--- config.mk ---
export PLATFORM = sky130hd
export DESIGN_NAME = iocr_cell
export DESIGN_NICKNAME = d
export VERILOG_FILES = /design/src/hdl/iocr_pkg.sv /design/src/hdl/iocr_cell.sv
export SDC_FILE = /design/constraint.sdc
export NUM_CORES = 1
export LEC_CHECK = 0
export BUFFER_PORTS_ARGS = -buffer_cell sky130_fd_sc_hd__buf_2
export CAP_MARGIN = 0
export CORE_ASPECT_RATIO = 1.75
export CORE_MARGIN = 2
export CORE_UTILIZATION = 53
export CTS_CLUSTER_DIAMETER = 120
export DETAILED_ROUTE_END_ITERATION = 10
export PLACE_DENSITY = 0.8
export REMOVE_ABC_BUFFERS = 1
export SETUP_SLACK_MARGIN = 0.02
export SLEW_MARGIN = 10
export SYNTH_ARGS = -nofsm -noshare
export SYNTH_HDL_FRONTEND = slang
export SYNTH_SLANG_ARGS = --single-unit
--- constraint.sdc ---
create_clock -name clk -period 2.5 [get_ports clk]
set_input_delay 0 -clock clk [delete_from_list [all_inputs] [get_ports clk]]
set_output_delay 0 -clock clk [all_outputs]
set_load 0.1 [all_outputs]
--- src/hdl/iocr_pkg.sv ---
// Constants and carrier types for the I/O cell register and gearbox block.
// Assumes one 125 MHz clock; edge clocks arrive as sampled levels.
package iocr_pkg;
    localparam int CLK_PERIOD_NS = 8;
    localparam logic [3:0] ADDR_CTRL = 4'h0;
    localparam logic [3:0] ADDR_DELAY = 4'h4;
    localparam logic [3:0] ADDR_STATUS = 4'h8;
    localparam logic [31:0] CTRL_RESET = 32'h0000_0000;
    localparam logic [4:0] DELAY_RESET = 5'h00;
    localparam logic [4:0] FIXED_DELAY_TAP = 5'h04;
    localparam int DELAY_TAPS = 32;
    localparam logic [2:0] LEN_SER7 = 3'h6;
    localparam logic [2:0] LEN_EIGHT = 3'h7;
    localparam logic [2:0] LEN_FOUR = 3'h3;
    localparam int SECOND_LANE = 4;

    typedef enum logic [1:0] {
        GM_SER7 = 2'b00,
        GM_EIGHT = 2'b01,
        GM_FOUR = 2'b10
    } iocr_gear_type;

    typedef struct packed {
        logic edgeSel;
        iocr_gear_type gearMode;
        logic outDdr;
        logic rightEdge;
        logic dynDelayEn;
        logic delayEn;
        logic ddrMode;
        logic bypass;
    } iocr_ctrl_type;
endpackage

--- src/hdl/iocr_cell.sv ---
// I/O cell: input, output and tri-state register sections plus output gearbox.
// Assumes all inputs synchronous to clk; fast edge clocks are sampled levels.
// Summary of operation
// - Input, output and tri-state paths each have their own register section.
// - Bypass passes pad input to core combinationally and as a clock.
// - Optional fixed input delay; dynamic delay chosen by a five-bit select.
// - Single-rate input captures pad in one system-clock register.
// - Double-rate input samples both clock edges into two streams.
// - Right-edge capture qualified by read strobe clock, polarity swaps streams.
// - Right-edge output phases double-rate data by the write strobe clock.
// - First core data used in both rates, second only in double rate.
// - Core output enable registered onto pad tri-state control.
// - Clock enable and local set/reset govern all three sections.
// - Gearbox runs as 7:1, one 8:1 or two 4:1 serializers.
// - 7:1 uses bits 6..0, 8:1 bits 7..0, halves 3..0 and 7..4.
// - Stage one captures parallel data once per slow word.
// - Stage two moves the captured word toward the fast domain.
// - Stage three shifts out on the selected fast edge clock.
// - Gearbox reset clears all gearbox pipeline registers.
`timescale 1ns/1ns
`default_nettype none
module iocr_cell (
    // Clock and reset
    input wire logic clk,
    input wire logic arst_n,
    // Register port
    input wire logic [3:0] regAddr,
    input wire logic [31:0] regWdata,
    input wire logic regWrite,
    input wire logic regRead,
    output logic [31:0] regRdata,
    // Input path
    input wire logic padIn,
    output logic inputBypassComb,
    output logic inputAsClock,
    output logic riseEdgeCapture,
    output logic fallOrSdrCapture,
    // Output and tri-state paths
    input wire logic cellCe,
    input wire logic cellLsr,
    input wire logic coreOutFirst,
    input wire logic coreOutSecond,
    input wire logic coreTristateCtrl,
    output logic padOut,
    output logic padTristateCtrl,
    // Right-edge strobe controls
    input wire logic strobeShiftReadClk,
    input wire logic strobeShiftWriteClk,
    input wire logic capturePolarityCtrl,
    // Output gearbox
    input wire logic [7:0] gearData,
    input wire logic [1:0] fastEdgeClk,
    input wire logic gearRst,
    output logic gearSerialOut,
    output logic gearSerialOutSecond,
    output logic gearWordTick
);
    iocr_pkg::iocr_ctrl_type ctrl_r, ctrl_nxt;
    logic [4:0] delaySel_r, delaySel_nxt;
    logic [31:0] rdata_r, rdata_nxt;
    logic [iocr_pkg::DELAY_TAPS-1:0] hist_r, hist_nxt;
    logic rise_r, rise_nxt, sdr_r, sdr_nxt, fall_r, fall_nxt;
    logic outFirst_r, outFirst_nxt, outSecond_r, outSecond_nxt, tri_r, tri_nxt;
    logic delayed, capEn, outPhase;
    logic edgePrev_r, edgePrev_nxt, shiftStep;
    logic [2:0] bitCnt_r, bitCnt_nxt, wordLen;
    logic [7:0] stage1_r, stage1_nxt, stage2_r, stage2_nxt, shift_r, shift_nxt;
    logic wordEnd;

    // Register port
    always_comb begin
        ctrl_nxt = ctrl_r;
        delaySel_nxt = delaySel_r;
        rdata_nxt = 32'h0000_0000;
        if (regWrite && regAddr == iocr_pkg::ADDR_CTRL) begin
            ctrl_nxt = iocr_pkg::iocr_ctrl_type'(regWdata[8:0]);
        end
        if (regWrite && regAddr == iocr_pkg::ADDR_DELAY) begin
            delaySel_nxt = regWdata[4:0];
        end
        if (regRead) begin
            unique case (regAddr)
                iocr_pkg::ADDR_CTRL: rdata_nxt = {23'h000000, ctrl_r};
                iocr_pkg::ADDR_DELAY: rdata_nxt = {27'h0000000, delaySel_r};
                iocr_pkg::ADDR_STATUS: rdata_nxt = {13'h0, shift_r, bitCnt_r, 2'h0,
                    tri_r, outSecond_r, outFirst_r, fall_r, sdr_r, rise_r};
                default: rdata_nxt = 32'h0000_0000;
            endcase
        end
    end

    always_ff @(posedge clk or negedge arst_n) begin
        if (!arst_n) begin
            ctrl_r <= iocr_pkg::iocr_ctrl_type'(iocr_pkg::CTRL_RESET[8:0]);
            delaySel_r <= iocr_pkg::DELAY_RESET;
            rdata_r <= 32'h0000_0000;
        end else begin
            ctrl_r <= ctrl_nxt;
            delaySel_r <= delaySel_nxt;
            rdata_r <= rdata_nxt;
        end
    end
    assign regRdata = rdata_r;

    // Input path
    assign inputBypassComb = padIn;
    assign inputAsClock = padIn;

    always_comb begin
        hist_nxt = {hist_r[iocr_pkg::DELAY_TAPS-2:0], padIn};
        // Delay line is a tap history, so delay is in whole clock cycles only
        if (!ctrl_r.delayEn || ctrl_r.bypass) begin
            delayed = padIn;
        end else if (ctrl_r.dynDelayEn) begin
            delayed = hist_r[delaySel_r];
        end else begin
            delayed = hist_r[iocr_pkg::FIXED_DELAY_TAP];
        end
        capEn = cellCe && (!ctrl_r.rightEdge || strobeShiftReadClk);
        rise_nxt = rise_r;
        sdr_nxt = sdr_r;
        fall_nxt = fall_r;
        if (cellLsr) begin
            rise_nxt = 1'b0;
            sdr_nxt = 1'b0;
            fall_nxt = 1'b0;
        end else if (capEn) begin
            rise_nxt = delayed;
            sdr_nxt = delayed;
            fall_nxt = delayed;
        end
    end

    always_ff @(posedge clk or negedge arst_n) begin
        if (!arst_n) begin
            hist_r <= '0;
            rise_r <= 1'b0;
            sdr_r <= 1'b0;
        end else begin
            hist_r <= hist_nxt;
            rise_r <= rise_nxt;
            sdr_r <= sdr_nxt;
        end
    end

    // Falling-edge sample for the second double-rate stream
    always_ff @(negedge clk or negedge arst_n) begin
        if (!arst_n) begin
            fall_r <= 1'b0;
        end else begin
            fall_r <= fall_nxt;
        end
    end

    always_comb begin
        if (!ctrl_r.ddrMode) begin
            riseEdgeCapture = sdr_r;
            fallOrSdrCapture = sdr_r;
        end else if (ctrl_r.rightEdge && capturePolarityCtrl) begin
            riseEdgeCapture = fall_r;
            fallOrSdrCapture = rise_r;
        end else begin
            riseEdgeCapture = rise_r;
            fallOrSdrCapture = fall_r;
        end
    end

    // Output and tri-state sections, each with registers of its own
    always_comb begin
        outFirst_nxt = outFirst_r;
        outSecond_nxt = outSecond_r;
        tri_nxt = tri_r;
        if (cellLsr) begin
            outFirst_nxt = 1'b0;
            outSecond_nxt = 1'b0;
            tri_nxt = 1'b0;
        end else if (cellCe) begin
            outFirst_nxt = coreOutFirst;
            outSecond_nxt = ctrl_r.outDdr ? coreOutSecond : 1'b0;
            tri_nxt = coreTristateCtrl;
        end
        // Clock-level mux may glitch on skew; pad buffer timing absorbs it
        outPhase = ctrl_r.rightEdge ? strobeShiftWriteClk : clk;
        padOut = (ctrl_r.outDdr && !outPhase) ? outSecond_r : outFirst_r;
    end

    always_ff @(posedge clk or negedge arst_n) begin
        if (!arst_n) begin
            outFirst_r <= 1'b0;
            outSecond_r <= 1'b0;
            tri_r <= 1'b0;
        end else begin
            outFirst_r <= outFirst_nxt;
            outSecond_r <= outSecond_nxt;
            tri_r <= tri_nxt;
        end
    end
    assign padTristateCtrl = tri_r;

    // Output gearbox
    always_comb begin
        edgePrev_nxt = fastEdgeClk[ctrl_r.edgeSel];
        shiftStep = fastEdgeClk[ctrl_r.edgeSel] && !edgePrev_r;
        unique case (ctrl_r.gearMode)
            iocr_pkg::GM_SER7: wordLen = iocr_pkg::LEN_SER7;
            iocr_pkg::GM_EIGHT: wordLen = iocr_pkg::LEN_EIGHT;
            iocr_pkg::GM_FOUR: wordLen = iocr_pkg::LEN_FOUR;
            default: wordLen = iocr_pkg::LEN_EIGHT;
        endcase
        // Slow word boundary is derived from the fast count, keeping phases locked
        wordEnd = shiftStep && (bitCnt_r == wordLen);
        bitCnt_nxt = bitCnt_r;
        stage1_nxt = stage1_r;
        stage2_nxt = stage2_r;
        shift_nxt = shift_r;
        if (gearRst) begin
            bitCnt_nxt = 3'h0;
            stage1_nxt = 8'h00;
            stage2_nxt = 8'h00;
            shift_nxt = 8'h00;
        end else begin
            if (wordEnd) begin
                bitCnt_nxt = 3'h0;
                stage1_nxt = (ctrl_r.gearMode == iocr_pkg::GM_SER7) ?
                    {1'b0, gearData[6:0]} : gearData;
                stage2_nxt = stage1_r;
                shift_nxt = stage2_r;
            end else if (shiftStep) begin
                bitCnt_nxt = bitCnt_r + 3'h1;
                shift_nxt = {1'b0, shift_r[7:1]};
            end
        end
        gearSerialOut = shift_r[0];
        gearSerialOutSecond = (ctrl_r.gearMode == iocr_pkg::GM_FOUR) ?
            shift_r[iocr_pkg::SECOND_LANE] : 1'b0;
        gearWordTick = wordEnd;
    end

    always_ff @(posedge clk or negedge arst_n) begin
        if (!arst_n) begin
            edgePrev_r <= 1'b0;
            bitCnt_r <= 3'h0;
            stage1_r <= 8'h00;
            stage2_r <= 8'h00;
            shift_r <= 8'h00;
        end else begin
            edgePrev_r <= edgePrev_nxt;
            bitCnt_r <= bitCnt_nxt;
            stage1_r <= stage1_nxt;
            stage2_r <= stage2_nxt;
            shift_r <= shift_nxt;
        end
    end
endmodule
`default_nettype wire

==> metrics.md, run 1 <==
| Metric | Value |
|---|---|
| Relative slew slack | `35.7%` |
| Max Slew Vio Count | `0` |
| Slowest cell on crit path | `mux4_2` |
| Setup crit start | `delaySel_r[0]` |
| Post-synth top area share | `60.1%` |
| Yosys reg bits | `98` |
| Yosys warnings | `0` |
| Wirelength per Cell | `18.2 µm` |
| Post-Synthesis Cells | `334` |
| Worst-path fanout max | `4` |
| N_diodes | `0` |
| Row count | `42` |
| DRC viols | `0` |
| CP endpoint kind | `flip-flop` |
| PortBufs | `64` |
| Final WS setup | `-0.681 ns` |
| Synth top area cells | `dfrtp_1, mux2i_1, mux2_2, nand2_1, mux4_1` |
| Avg Cell Area, Syn | `12.1 µm²` |
| Die width | `70.0 µm` |
| Commonest non-fill, non-tap cell in the layout | `dfrtp_1` |
| CTS tree | `built` |
| Hold Path End | `regRdata[5]` |
| Pwr/cell area | `790 nW/µm²` |
| Synth-to-layout area growth | `31.1%` |
| Reg2reg setup slack | `-0.68 ns` |
| Initial antenna violation count | `0` |
| Critical path depth | `5` |
| DRT Wirelength | `9.93 mm` |
| Largest net degree at the start of global routing | `73` |
| Placed cells | `490` |
| # IOs | `101` |
| Post-Syn Area | `4040 µm²` |
| Worst r2r src | `delaySel_r[0]` |
| Max stage delay on crit path | `0.54 ns` |
| Post-synth top area cell | `dfrtp_1` |
| Hpwl dp | `5.63 mm` |
| Setup WS pre-CTS | `-0.731 ns` |
| Non-Filler Instances | `546` |
| CP Buf/Inv Count | `0` |
| HP Class | `in -> reg` |
| Critical path cell sequence | `mux4_2, mux2_4, a221oi_4, a2111oi_2, o21bai_1` |
| Top_reg_cell synth | `dfrtp_1` |
| Hold Path Cell Cnt | `3` |
| Vias per cell | `5.36` |
| Reg2Reg Capture Point | `fall_r` |
| Initial Util | `54.2%` |
| Via count | `2929` |
| Die Y | `120 µm` |
| ANT nets after route | `0` |
| CP Data Required Time | `1.57 ns` |
| Sequential area share after synthesis | `60.7%` |
| Status | `finished with violations` |
| GRT overflow | `0` |
| RSZ-0062 raised after global routing | `true` |
| Final Hold Fails | `0` |
| Max Cap Violations | `0` |
| Count of cell types in the netlist | `38` |
| Worst-path clk slew | `0.07 ns` |
| First-pass iteration count of the detailed router | `4` |
| Critical path data arrival time | `2.25 ns` |
| Vias in the first global route | `3182` |
| Layout cells sized above 1 | `29.0%` |
| Global placement routability congestion | `0.792` |
| Total global-route track usage | `25.7%` |
| Skew-Pair Late Insertion Delay | `0.47 ns` |
| Hold_sp | `regAddr[3]` |
| # setup viols final | `3` |
| Most frequent cells in the layout | `dfrtp_1, buf_2, nand2_1, dlygate4sd3_1, nor2_1` |
| Failing checks | `setup timing` |
| CP Class | `reg -> reg` |
| EDFF count, synth | `0` |
| FILL cells | `516` |
| CP top delay family | `multiplexers` |
| DIE AREA | `8370 µm²` |
| Critical Path Source Type | `flip-flop` |
| Final core occ | `71.0%` |
| First-pass GRT wire length | `15.9 mm` |
| Initial DRC count | `211` |
| Clk_skew | `0.0268 ns` |
| Reg2Reg Depth | `5` |
| Fin nets | `514` |
| Leakage Power | `2.58 nW` |
| Async set-or-reset flop fraction in the synthesized netlist | `100%` |
| Worst Max-Slew Pin Slew | `0.962 ns` |
| Core area | `7460 µm²` |
| Peak supply drop | `0.000525 V` |
==> cells by family after synthesis <==
group / share of synthesized area [%]
flip-flops: 60.7
buffers and inverters: 4.86
other: 0.0928
adder cells (fa/ha/maj): 0.310
multiplexers: 14.2
AO/OA/AOI/OAI: 7.00
AND/OR/NAND/NOR: 12.4
XOR/XNOR: 0.434
==> worst reg2reg max path, delay by kind of cell, from the launching register on <==
family,cells,cell delay [ns]
flip-flops,1,0.44
AO/OA/AOI/OAI,3,0.50
multiplexers,2,0.85
==> how the worst max path moves through the flow <==
stage                             end  slack (ns)
after floorplan           stage1_r[7]       -1.07
after global placement         fall_r       -0.66
after detailed placement       fall_r       -0.73
after CTS                      fall_r       -0.66
after global routing           fall_r       -0.75
final                          fall_r       -0.68
==> metal layers <==
layer	global-route usage (%)	wire length, µm	vias to the layer above
li1	-	-	1346
met1	27.6	3540	1420
met2	44.4	5420	118
met3	6.30	351	45
met4	16.6	627	0
met5	0	0	-
==> synthesized netlist by cell type, types with 2 or more instances <==
cell type / number
a211oi_1: 7
nor2b_1: 6
nor2_1: 26
o211ai_1: 2
and3_1: 2
o21bai_1: 2
nor3_1: 4
buf_1: 2
clkbuf_1: 8
dfrtp_1: 97
nand3_1: 6
buf_4: 15
a21oi_1: 25
nand2_1: 40
mux2i_1: 24
nand2b_1: 6
inv_1: 4
and2_1: 12
buf_2: 4
mux4_1: 5
a21boi_0: 2
a221oi_2: 2
mux2_2: 18
==> timing repair <==
item	CTS	global route
hold buffers	36	0
endpoints found under the setup margin	3	3
pin swaps	2	1
buffers inserted	1	0
resized for setup	8	4
endpoints found under the hold margin	62	0
==> metrics by stage <==
| step | hold slack, ns | cell area, µm² | total power [mW] | TNS (ns) |
|---|---|---|---|---|
| floorplan | -0.296 | 3910 | 2.26 | -20.65 |
| global placement | -0.0767 | 4550 | 2.51 | -0.657 |
| detailed placement | -0.0710 | 4550 | 2.54 | -0.731 |
| CTS | 0.0128 | 5290 | 4.16 | -0.861 |
| global route | 0.0385 | 5300 | 4.34 | -0.977 |
| finish | 0.0235 | 5300 | 4.18 | -0.859 |
==> sequential cells by signal, indices dropped and copies added (netlist names), 3 cells and up <==
name and flops:
delaySel_r 5, shift_r 8, ctrl_r 9, regRdata 19, bitCnt_r 3, stage2_r 8
hist_r 32, stage1_r 8
==> report_power, final <==
group	total (mW)	switching, mW	internal, mW
Combinational	0.821	0.463	0.358
Sequential	1.79	0.105	1.68
Clock	1.57	0.655	0.918
==> layout make-up <==
type	count	area (µm²)	share of cell area [%]
clock buffer	14	319	6.02
timing repair buffer	122	900	17.0
multi-input combinational	214	1460	27.5
sequential	98	2450	46.3
tap	88	110	2.08
clock inverter	6	41.3	0.780
inverter	4	15.0	0.283
(Power assumes the default switching activity.)
==> run 2: changes to the inputs <==
--- a/config.mk
+++ b/config.mk
@@ -12,9 +12,8 @@
 export CORE_UTILIZATION = 53
 export CTS_CLUSTER_DIAMETER = 120
 export DETAILED_ROUTE_END_ITERATION = 10
-export PLACE_DENSITY = 0.8
+export PLACE_DENSITY = 0.89
 export REMOVE_ABC_BUFFERS = 1
-export SETUP_SLACK_MARGIN = 0.02
 export SLEW_MARGIN = 10
 export SYNTH_ARGS = -nofsm -noshare
 export SYNTH_HDL_FRONTEND = slang
==> metrics.md, run 2 (same netlist as run 1, synthesis figures left out) <==
| Metric | Value |
|---|---|
| Failing checks | `setup timing` |
| Worst-path fanout max | `3 (-1)` |
| GRT overflow | `0 (unchanged)` |
| Die width | `70.0 µm (unchanged)` |
| DIE AREA | `8370 µm² (unchanged)` |
| Critical path data arrival time | `2.23 ns (-0.02 ns)` |
| Max Cap Violations | `0 (unchanged)` |
| First-pass GRT wire length | `16.2 mm (+1.4%)` |
| Min Hold Slack | `0.0180 ns (-0.00554 ns)` |
| CP Data Required Time | `1.59 ns (+0.02 ns)` |
| CP endpoint kind | `flip-flop` |
| Max Slew Vio Count | `0 (unchanged)` |
| CP Class | `reg -> reg` |
| Wirelength per Cell | `18.8 µm (+3.4%)` |
| Commonest non-fill, non-tap cell in the layout | `dfrtp_1` |
| DRC viols | `0 (unchanged)` |
| Register name with the most flops | `hist_r` |
| Total power | `4.33 mW (+3.6%)` |
| Initial Util | `54.2% (unchanged)` |
| Skew-Pair Late Insertion Delay | `0.49 ns (+0.02 ns)` |
| Leakage Power | `2.63 nW (+2.1%)` |
| ANT nets after route | `0 (unchanged)` |
| # IOs | `101 (unchanged)` |
| N_diodes | `0 (unchanged)` |
| Hold Path Cell Cnt | `3 (unchanged)` |
| # setup viols final | `3 (unchanged)` |
| Reg2reg setup slack | `-0.65 ns (+0.03 ns)` |
| Layout cells sized above 1 | `29.7% (+0.61 points)` |
| Die Y | `120 µm (unchanged)` |
| Worst-path clk slew | `0.07 ns (about the same)` |
| Placed cells | `492 (+0.41%)` |
| Register area | `2450 µm² (unchanged)` |
| Largest net degree at the start of global routing | `72 (-1.4%)` |
| Final WS setup | `-0.646 ns (+0.0347 ns)` |
| Vias per cell | `5.64 (+5.2%)` |
| Initial antenna violation count | `0 (unchanged)` |
| Worst r2r src | `delaySel_r[0]` |
| Initial DRC count | `315 (+49%)` |
| Reg2Reg Depth | `5 (unchanged)` |
| Vias in the first global route | `3309 (+4.0%)` |
| Number of flip-flops in the largest register | `32 (unchanged)` |
| Fin area | `5360 µm² (+1.3%)` |
| Row count | `42 (unchanged)` |
| Hpwl dp | `5.80 mm (+2.9%)` |
| Worst Max-Slew Pin Slew | `0.863 ns (-0.0984 ns)` |
| Final core occ | `71.9% (+0.89 points)` |
| Final Hold Fails | `0 (unchanged)` |
| Relative slew slack | `42.4% (+6.8 points)` |
| Hold_sp | `regAddr[3]` |
| FILL cells | `436 (-16%)` |
| Non-Filler Instances | `550 (+0.73%)` |
| Global placement routability congestion | `0.882 (+11%)` |
| PortBufs | `64 (unchanged)` |
| RSZ-0062 raised after global routing | `true` |
| Core area | `7460 µm² (unchanged)` |
| DRT Wirelength | `10.3 mm (+4.1%)` |
| Clk_skew | `0.0289 ns (+0.00212 ns)` |
| Synth-to-layout area growth | `32.7%` |
| Placed cell areas | `4560 µm² (+0.33%)` |
| Most frequent cells in the layout | `dfrtp_1, buf_2, nand2_1, dlygate4sd3_1, buf_4` |
| First-pass iteration count of the detailed router | `4 (unchanged)` |
| Hold Path End | `regRdata[5]` |
| Reg2Reg Capture Point | `fall_r` |
| Status | `finished with violations` |
| HP Class | `in -> reg` |
| Via count | `3103 (+5.9%)` |
| Total global-route track usage | `26.1% (+0.45 points)` |
| Multi-input gate area | `1470 µm² (+0.52%)` |
| CTS tree | `built` |
| Fin nets | `518 (+0.78%)` |
| Critical Path Source Type | `flip-flop` |
| Pwr/cell area | `808 nW/µm² (+2.3%)` |
| Peak supply drop | `0.000744 V (+42%)` |
run 2: cell count changes in the layout (fill, tap and decap cells not counted), sizes merged:
cell | before | now
clkbuf | 13 | 12
clkinvlp | 3 | 1
dlygate4sd3 | 36 | 35
buf | 87 | 92
inv | 5 | 7
bufinv | 0 | 1
run 2: final cells by class:
| type | instances | area share (%) |
|---|---|---|
| sequential | 98 | 45.8 |
| clock buffer | 13 | 5.69 |
| multi-input combinational | 214 | 27.3 |
| tap | 88 | 2.05 |
| inverter | 4 | 0.280 |
| clock inverter | 7 | 1.38 |
| timing repair buffer | 126 | 17.5 |
run 2: timing repair:
item	4_1_cts	5_1_grt
setup buffers	3	0
resized for setup	9	2
endpoints found under the hold margin	63	0
setup endpoints to repair	4	3
hold buffers	36	0
pin swaps	2	0
run 2: critical path, cell delays in order (launching register included):
cell,delay [ns]
dfrtp_2,0.41
mux4_2,0.53
mux2_4,0.31
a221oi_4,0.28
a2111oi_2,0.08
o21bai_1,0.16
run 2: where the power goes:
part	total [mW]	leakage, nW	switching, mW	internal [mW]
sequential	1.79	1.26	0.106	1.68
combinational	0.842	1.17	0.465	0.377
clock	1.70	0.201	0.701	1.00
run 2: worst max path at each step:
stage | start | endpoint | slack [ns] | cells after the start
3_5_place_dp | delaySel_r[0] | fall_r | -0.67 | 6
6_report | delaySel_r[0] | fall_r | -0.65 | 5
4_1_cts | delaySel_r[0] | fall_r | -0.61 | 5
3_3_place_gp | delaySel_r[0] | fall_r | -0.64 | 6
5_1_grt | delaySel_r[0] | fall_r | -0.71 | 5
2_1_floorplan | ctrl_r[8] | stage1_r[7] | -1.07 | 6
run 2: per-layer routing:
layer	vias to the layer above	global-route usage [%]	share of wire [%]	wire, µm
met3	48	5.29	5.2	538
li1	1363	-	-	-
met1	1530	28.4	35	3590
met5	-	0	0	0
met4	0	20.6	5.1	529
met2	162	43.8	55	5680
run 2: per-stage QoR:
| step | worst slack [ns] | setup TNS [ns] |
|---|---|---|
| floorplan | -1.07 | -20.65 |
| global placement | -0.636 | -0.636 |
| detailed placement | -0.673 | -0.673 |
| CTS | -0.605 | -0.786 |
| global route | -0.711 | -0.898 |
| finish | -0.646 | -0.817 |
==> run 3: changes to the inputs <==
--- a/config.mk
+++ b/config.mk
@@ -5,14 +5,14 @@
 export SDC_FILE = /design/constraint.sdc
 export NUM_CORES = 1
 export LEC_CHECK = 0
-export BUFFER_PORTS_ARGS = -buffer_cell sky130_fd_sc_hd__buf_2
 export CAP_MARGIN = 0
 export CORE_ASPECT_RATIO = 1.75
 export CORE_MARGIN = 2
-export CORE_UTILIZATION = 53
+export CORE_UTILIZATION = 61
 export CTS_CLUSTER_DIAMETER = 120
 export DETAILED_ROUTE_END_ITERATION = 10
-export PLACE_DENSITY = 0.89
+export DONT_BUFFER_PORTS = 1
+export PLACE_DENSITY = 0.86
 export REMOVE_ABC_BUFFERS = 1
 export SLEW_MARGIN = 10
 export SYNTH_ARGS = -nofsm -noshare
==> metrics.md, run 3 (same netlist as run 1, synthesis figures left out) <==
| Metric | Value |
|---|---|
| Status | `finished with violations` |
| Failing checks | `setup timing` |
| Commonest non-fill, non-tap cell in the layout | `dfrtp_1` |
| Most frequent cells in the layout | `dfrtp_1, nand2_1, dlygate4sd3_1, nor2_1` |
| Final Hold Fails | `0 (unchanged)` |
| Vias in the first global route | `2994 (-9.5%)` |
| Worst-path fanout max | `4 (+1)` |
| Final core occ | `77.3% (+5.5 points)` |
| Pwr/cell area | `834 nW/µm² (+3.2%)` |
| GRT overflow | `0 (unchanged)` |
| Clk_skew | `0.0305 ns (+0.00159 ns)` |
| Total power | `4.18 mW (-3.4%)` |
| Worst r2r src | `delaySel_r[0]` |
| CTS tree | `built` |
| Initial DRC count | `337 (+7.0%)` |
| Via count | `2848 (-8.2%)` |
| Number of flip-flops in the largest register | `32 (unchanged)` |
| DIE AREA | `7320 µm² (-13%)` |
| Critical path data arrival time | `2.28 ns (+0.05 ns)` |
| Vias per cell | `5.90 (+4.5%)` |
| Global placement routability congestion | `0.838 (-5.0%)` |
| Layout cells sized above 1 | `18.7% (-11 points)` |
| Hold Path End | `inputBypassComb` |
| Min Hold Slack | `0.0000904 ns (-0.0179 ns)` |
| Reg2Reg Depth | `7 (+2)` |
| Non-Filler Instances | `483 (-12%)` |
| Fin nets | `457 (-12%)` |
| # IOs | `101 (unchanged)` |
| Synth-to-layout area growth | `24.2%` |
| Wirelength per Cell | `21.7 µm (+15%)` |
| Largest net degree at the start of global routing | `98 (+36%)` |
| Worst Max-Slew Pin Slew | `0.937 ns (+0.0742 ns)` |
| N_diodes | `0 (unchanged)` |
| RSZ-0062 raised after global routing | `true` |
| Max Slew Vio Count | `0 (unchanged)` |
| Final WS setup | `-0.707 ns (-0.0614 ns)` |
| Leakage Power | `2.32 nW (-12%)` |
| Relative slew slack | `37.3% (-5.2 points)` |
| DRC viols | `0 (unchanged)` |
| Reg2reg setup slack | `-0.71 ns (-0.06 ns)` |
| # setup viols final | `3 (unchanged)` |
| Hold Path Cell Cnt | `0 (-3)` |
| Row count | `39 (-7.1%)` |
| Setup crit start | `delaySel_r[0]` |
| Die Y | `112 µm (-6.6%)` |
| Max Cap Violations | `0 (unchanged)` |
| ANT nets after route | `0 (unchanged)` |
| PortBufs | `0 (-100%)` |
| Worst-path clk slew | `0.06 ns (about the same)` |
| Placed cells | `425 (-14%)` |
| CP endpoint kind | `flip-flop` |
| Reg2Reg Capture Point | `fall_r` |
| Hold_sp | `padIn` |
| Initial Util | `62.3% (+8.1 points)` |
| First-pass iteration count of the detailed router | `4 (unchanged)` |
| CP Class | `reg -> reg` |
| CP Data Required Time | `1.57 ns (-0.02 ns)` |
| Peak supply drop | `0.000756 V (+1.7%)` |
| Total global-route track usage | `31.2% (+5.0 points)` |
| HP Class | `in -> out` |
| DRT Wirelength | `10.5 mm (+1.2%)` |
| Die width | `65.5 µm (-6.4%)` |
| Core area | `6490 µm² (-13%)` |
| Skew-Pair Late Insertion Delay | `0.48 ns (about the same)` |
| Initial antenna violation count | `0 (unchanged)` |
| Critical Path Source Type | `flip-flop` |
| First-pass GRT wire length | `16.1 mm (-0.12%)` |
| Register name with the most flops | `hist_r` |
| Hpwl dp | `5.24 mm (-9.6%)` |
-- run 3: report_power, final --
| part | leakage [nW] | internal [mW] | switching [mW] | total [mW] |
|---|---|---|---|---|
| Sequential | 1.26 | 1.68 | 0.139 | 1.82 |
| Combinational | 0.866 | 0.350 | 0.425 | 0.775 |
| Clock | 0.191 | 0.969 | 0.617 | 1.59 |
| Total | 2.32 | 3.00 | 1.18 | 4.18 |
-- run 3: worst max-delay path by stage --
stage	to	slack, ns	cells past startpoint
after floorplan	stage1_r[7]	-1.07	6
after global placement	fall_r	-0.64	5
after detailed placement	fall_r	-0.71	7
after CTS	fall_r	-0.59	5
after global routing	fall_r	-0.75	5
final	fall_r	-0.71	7
-- run 3: timing repair --
item                       in CTS  in global routing
pin swaps                       3                  2
setup endpoints to repair       3                  5
gates resized for setup        11                  2
buffers inserted                3                  0
hold endpoints to repair      153                  0
hold buffers                   37                  0
-- run 3: critical path, cell delays in order, from the launching register on --
cell       delay (ns)
dfrtp_2          0.44
buf_4            0.14
buf_4            0.12
mux4_2           0.51
mux2i_1          0.17
and3_1           0.21
a2111oi_2        0.07
o21bai_1         0.17
-- run 3: per-layer routing --
layer / vias to the layer above / wire [µm] / global-route usage, %
li1: 1238 / - / -
met1: 1419 / 3620 / 33.6
met2: 133 / 5670 / 51.4
met3: 58 / 506 / 9.60
met4: 0 / 667 / 20.8
met5: - / 0 / 0
-- run 3: layout make-up --
class,count,area [µm²]
sequential,98,2450
fill,376,1470
clock buffer,17,349
clock inverter,2,10.0
inverter,4,18.8
timing repair buffer,66,638
multi-input combinational,214,1450
tap,82,103
-- run 3: through the flow --
stage | setup slack [ns] | setup TNS, ns | instance area, µm²
2_1_floorplan | -1.07 | -20.65 | 3910
3_3_place_gp | -0.642 | -0.642 | 4240
3_5_place_dp | -0.706 | -0.706 | 4240
4_1_cts | -0.588 | -0.778 | 5020
5_1_grt | -0.751 | -1.02 | 5020
6_report | -0.707 | -0.927 | 5020
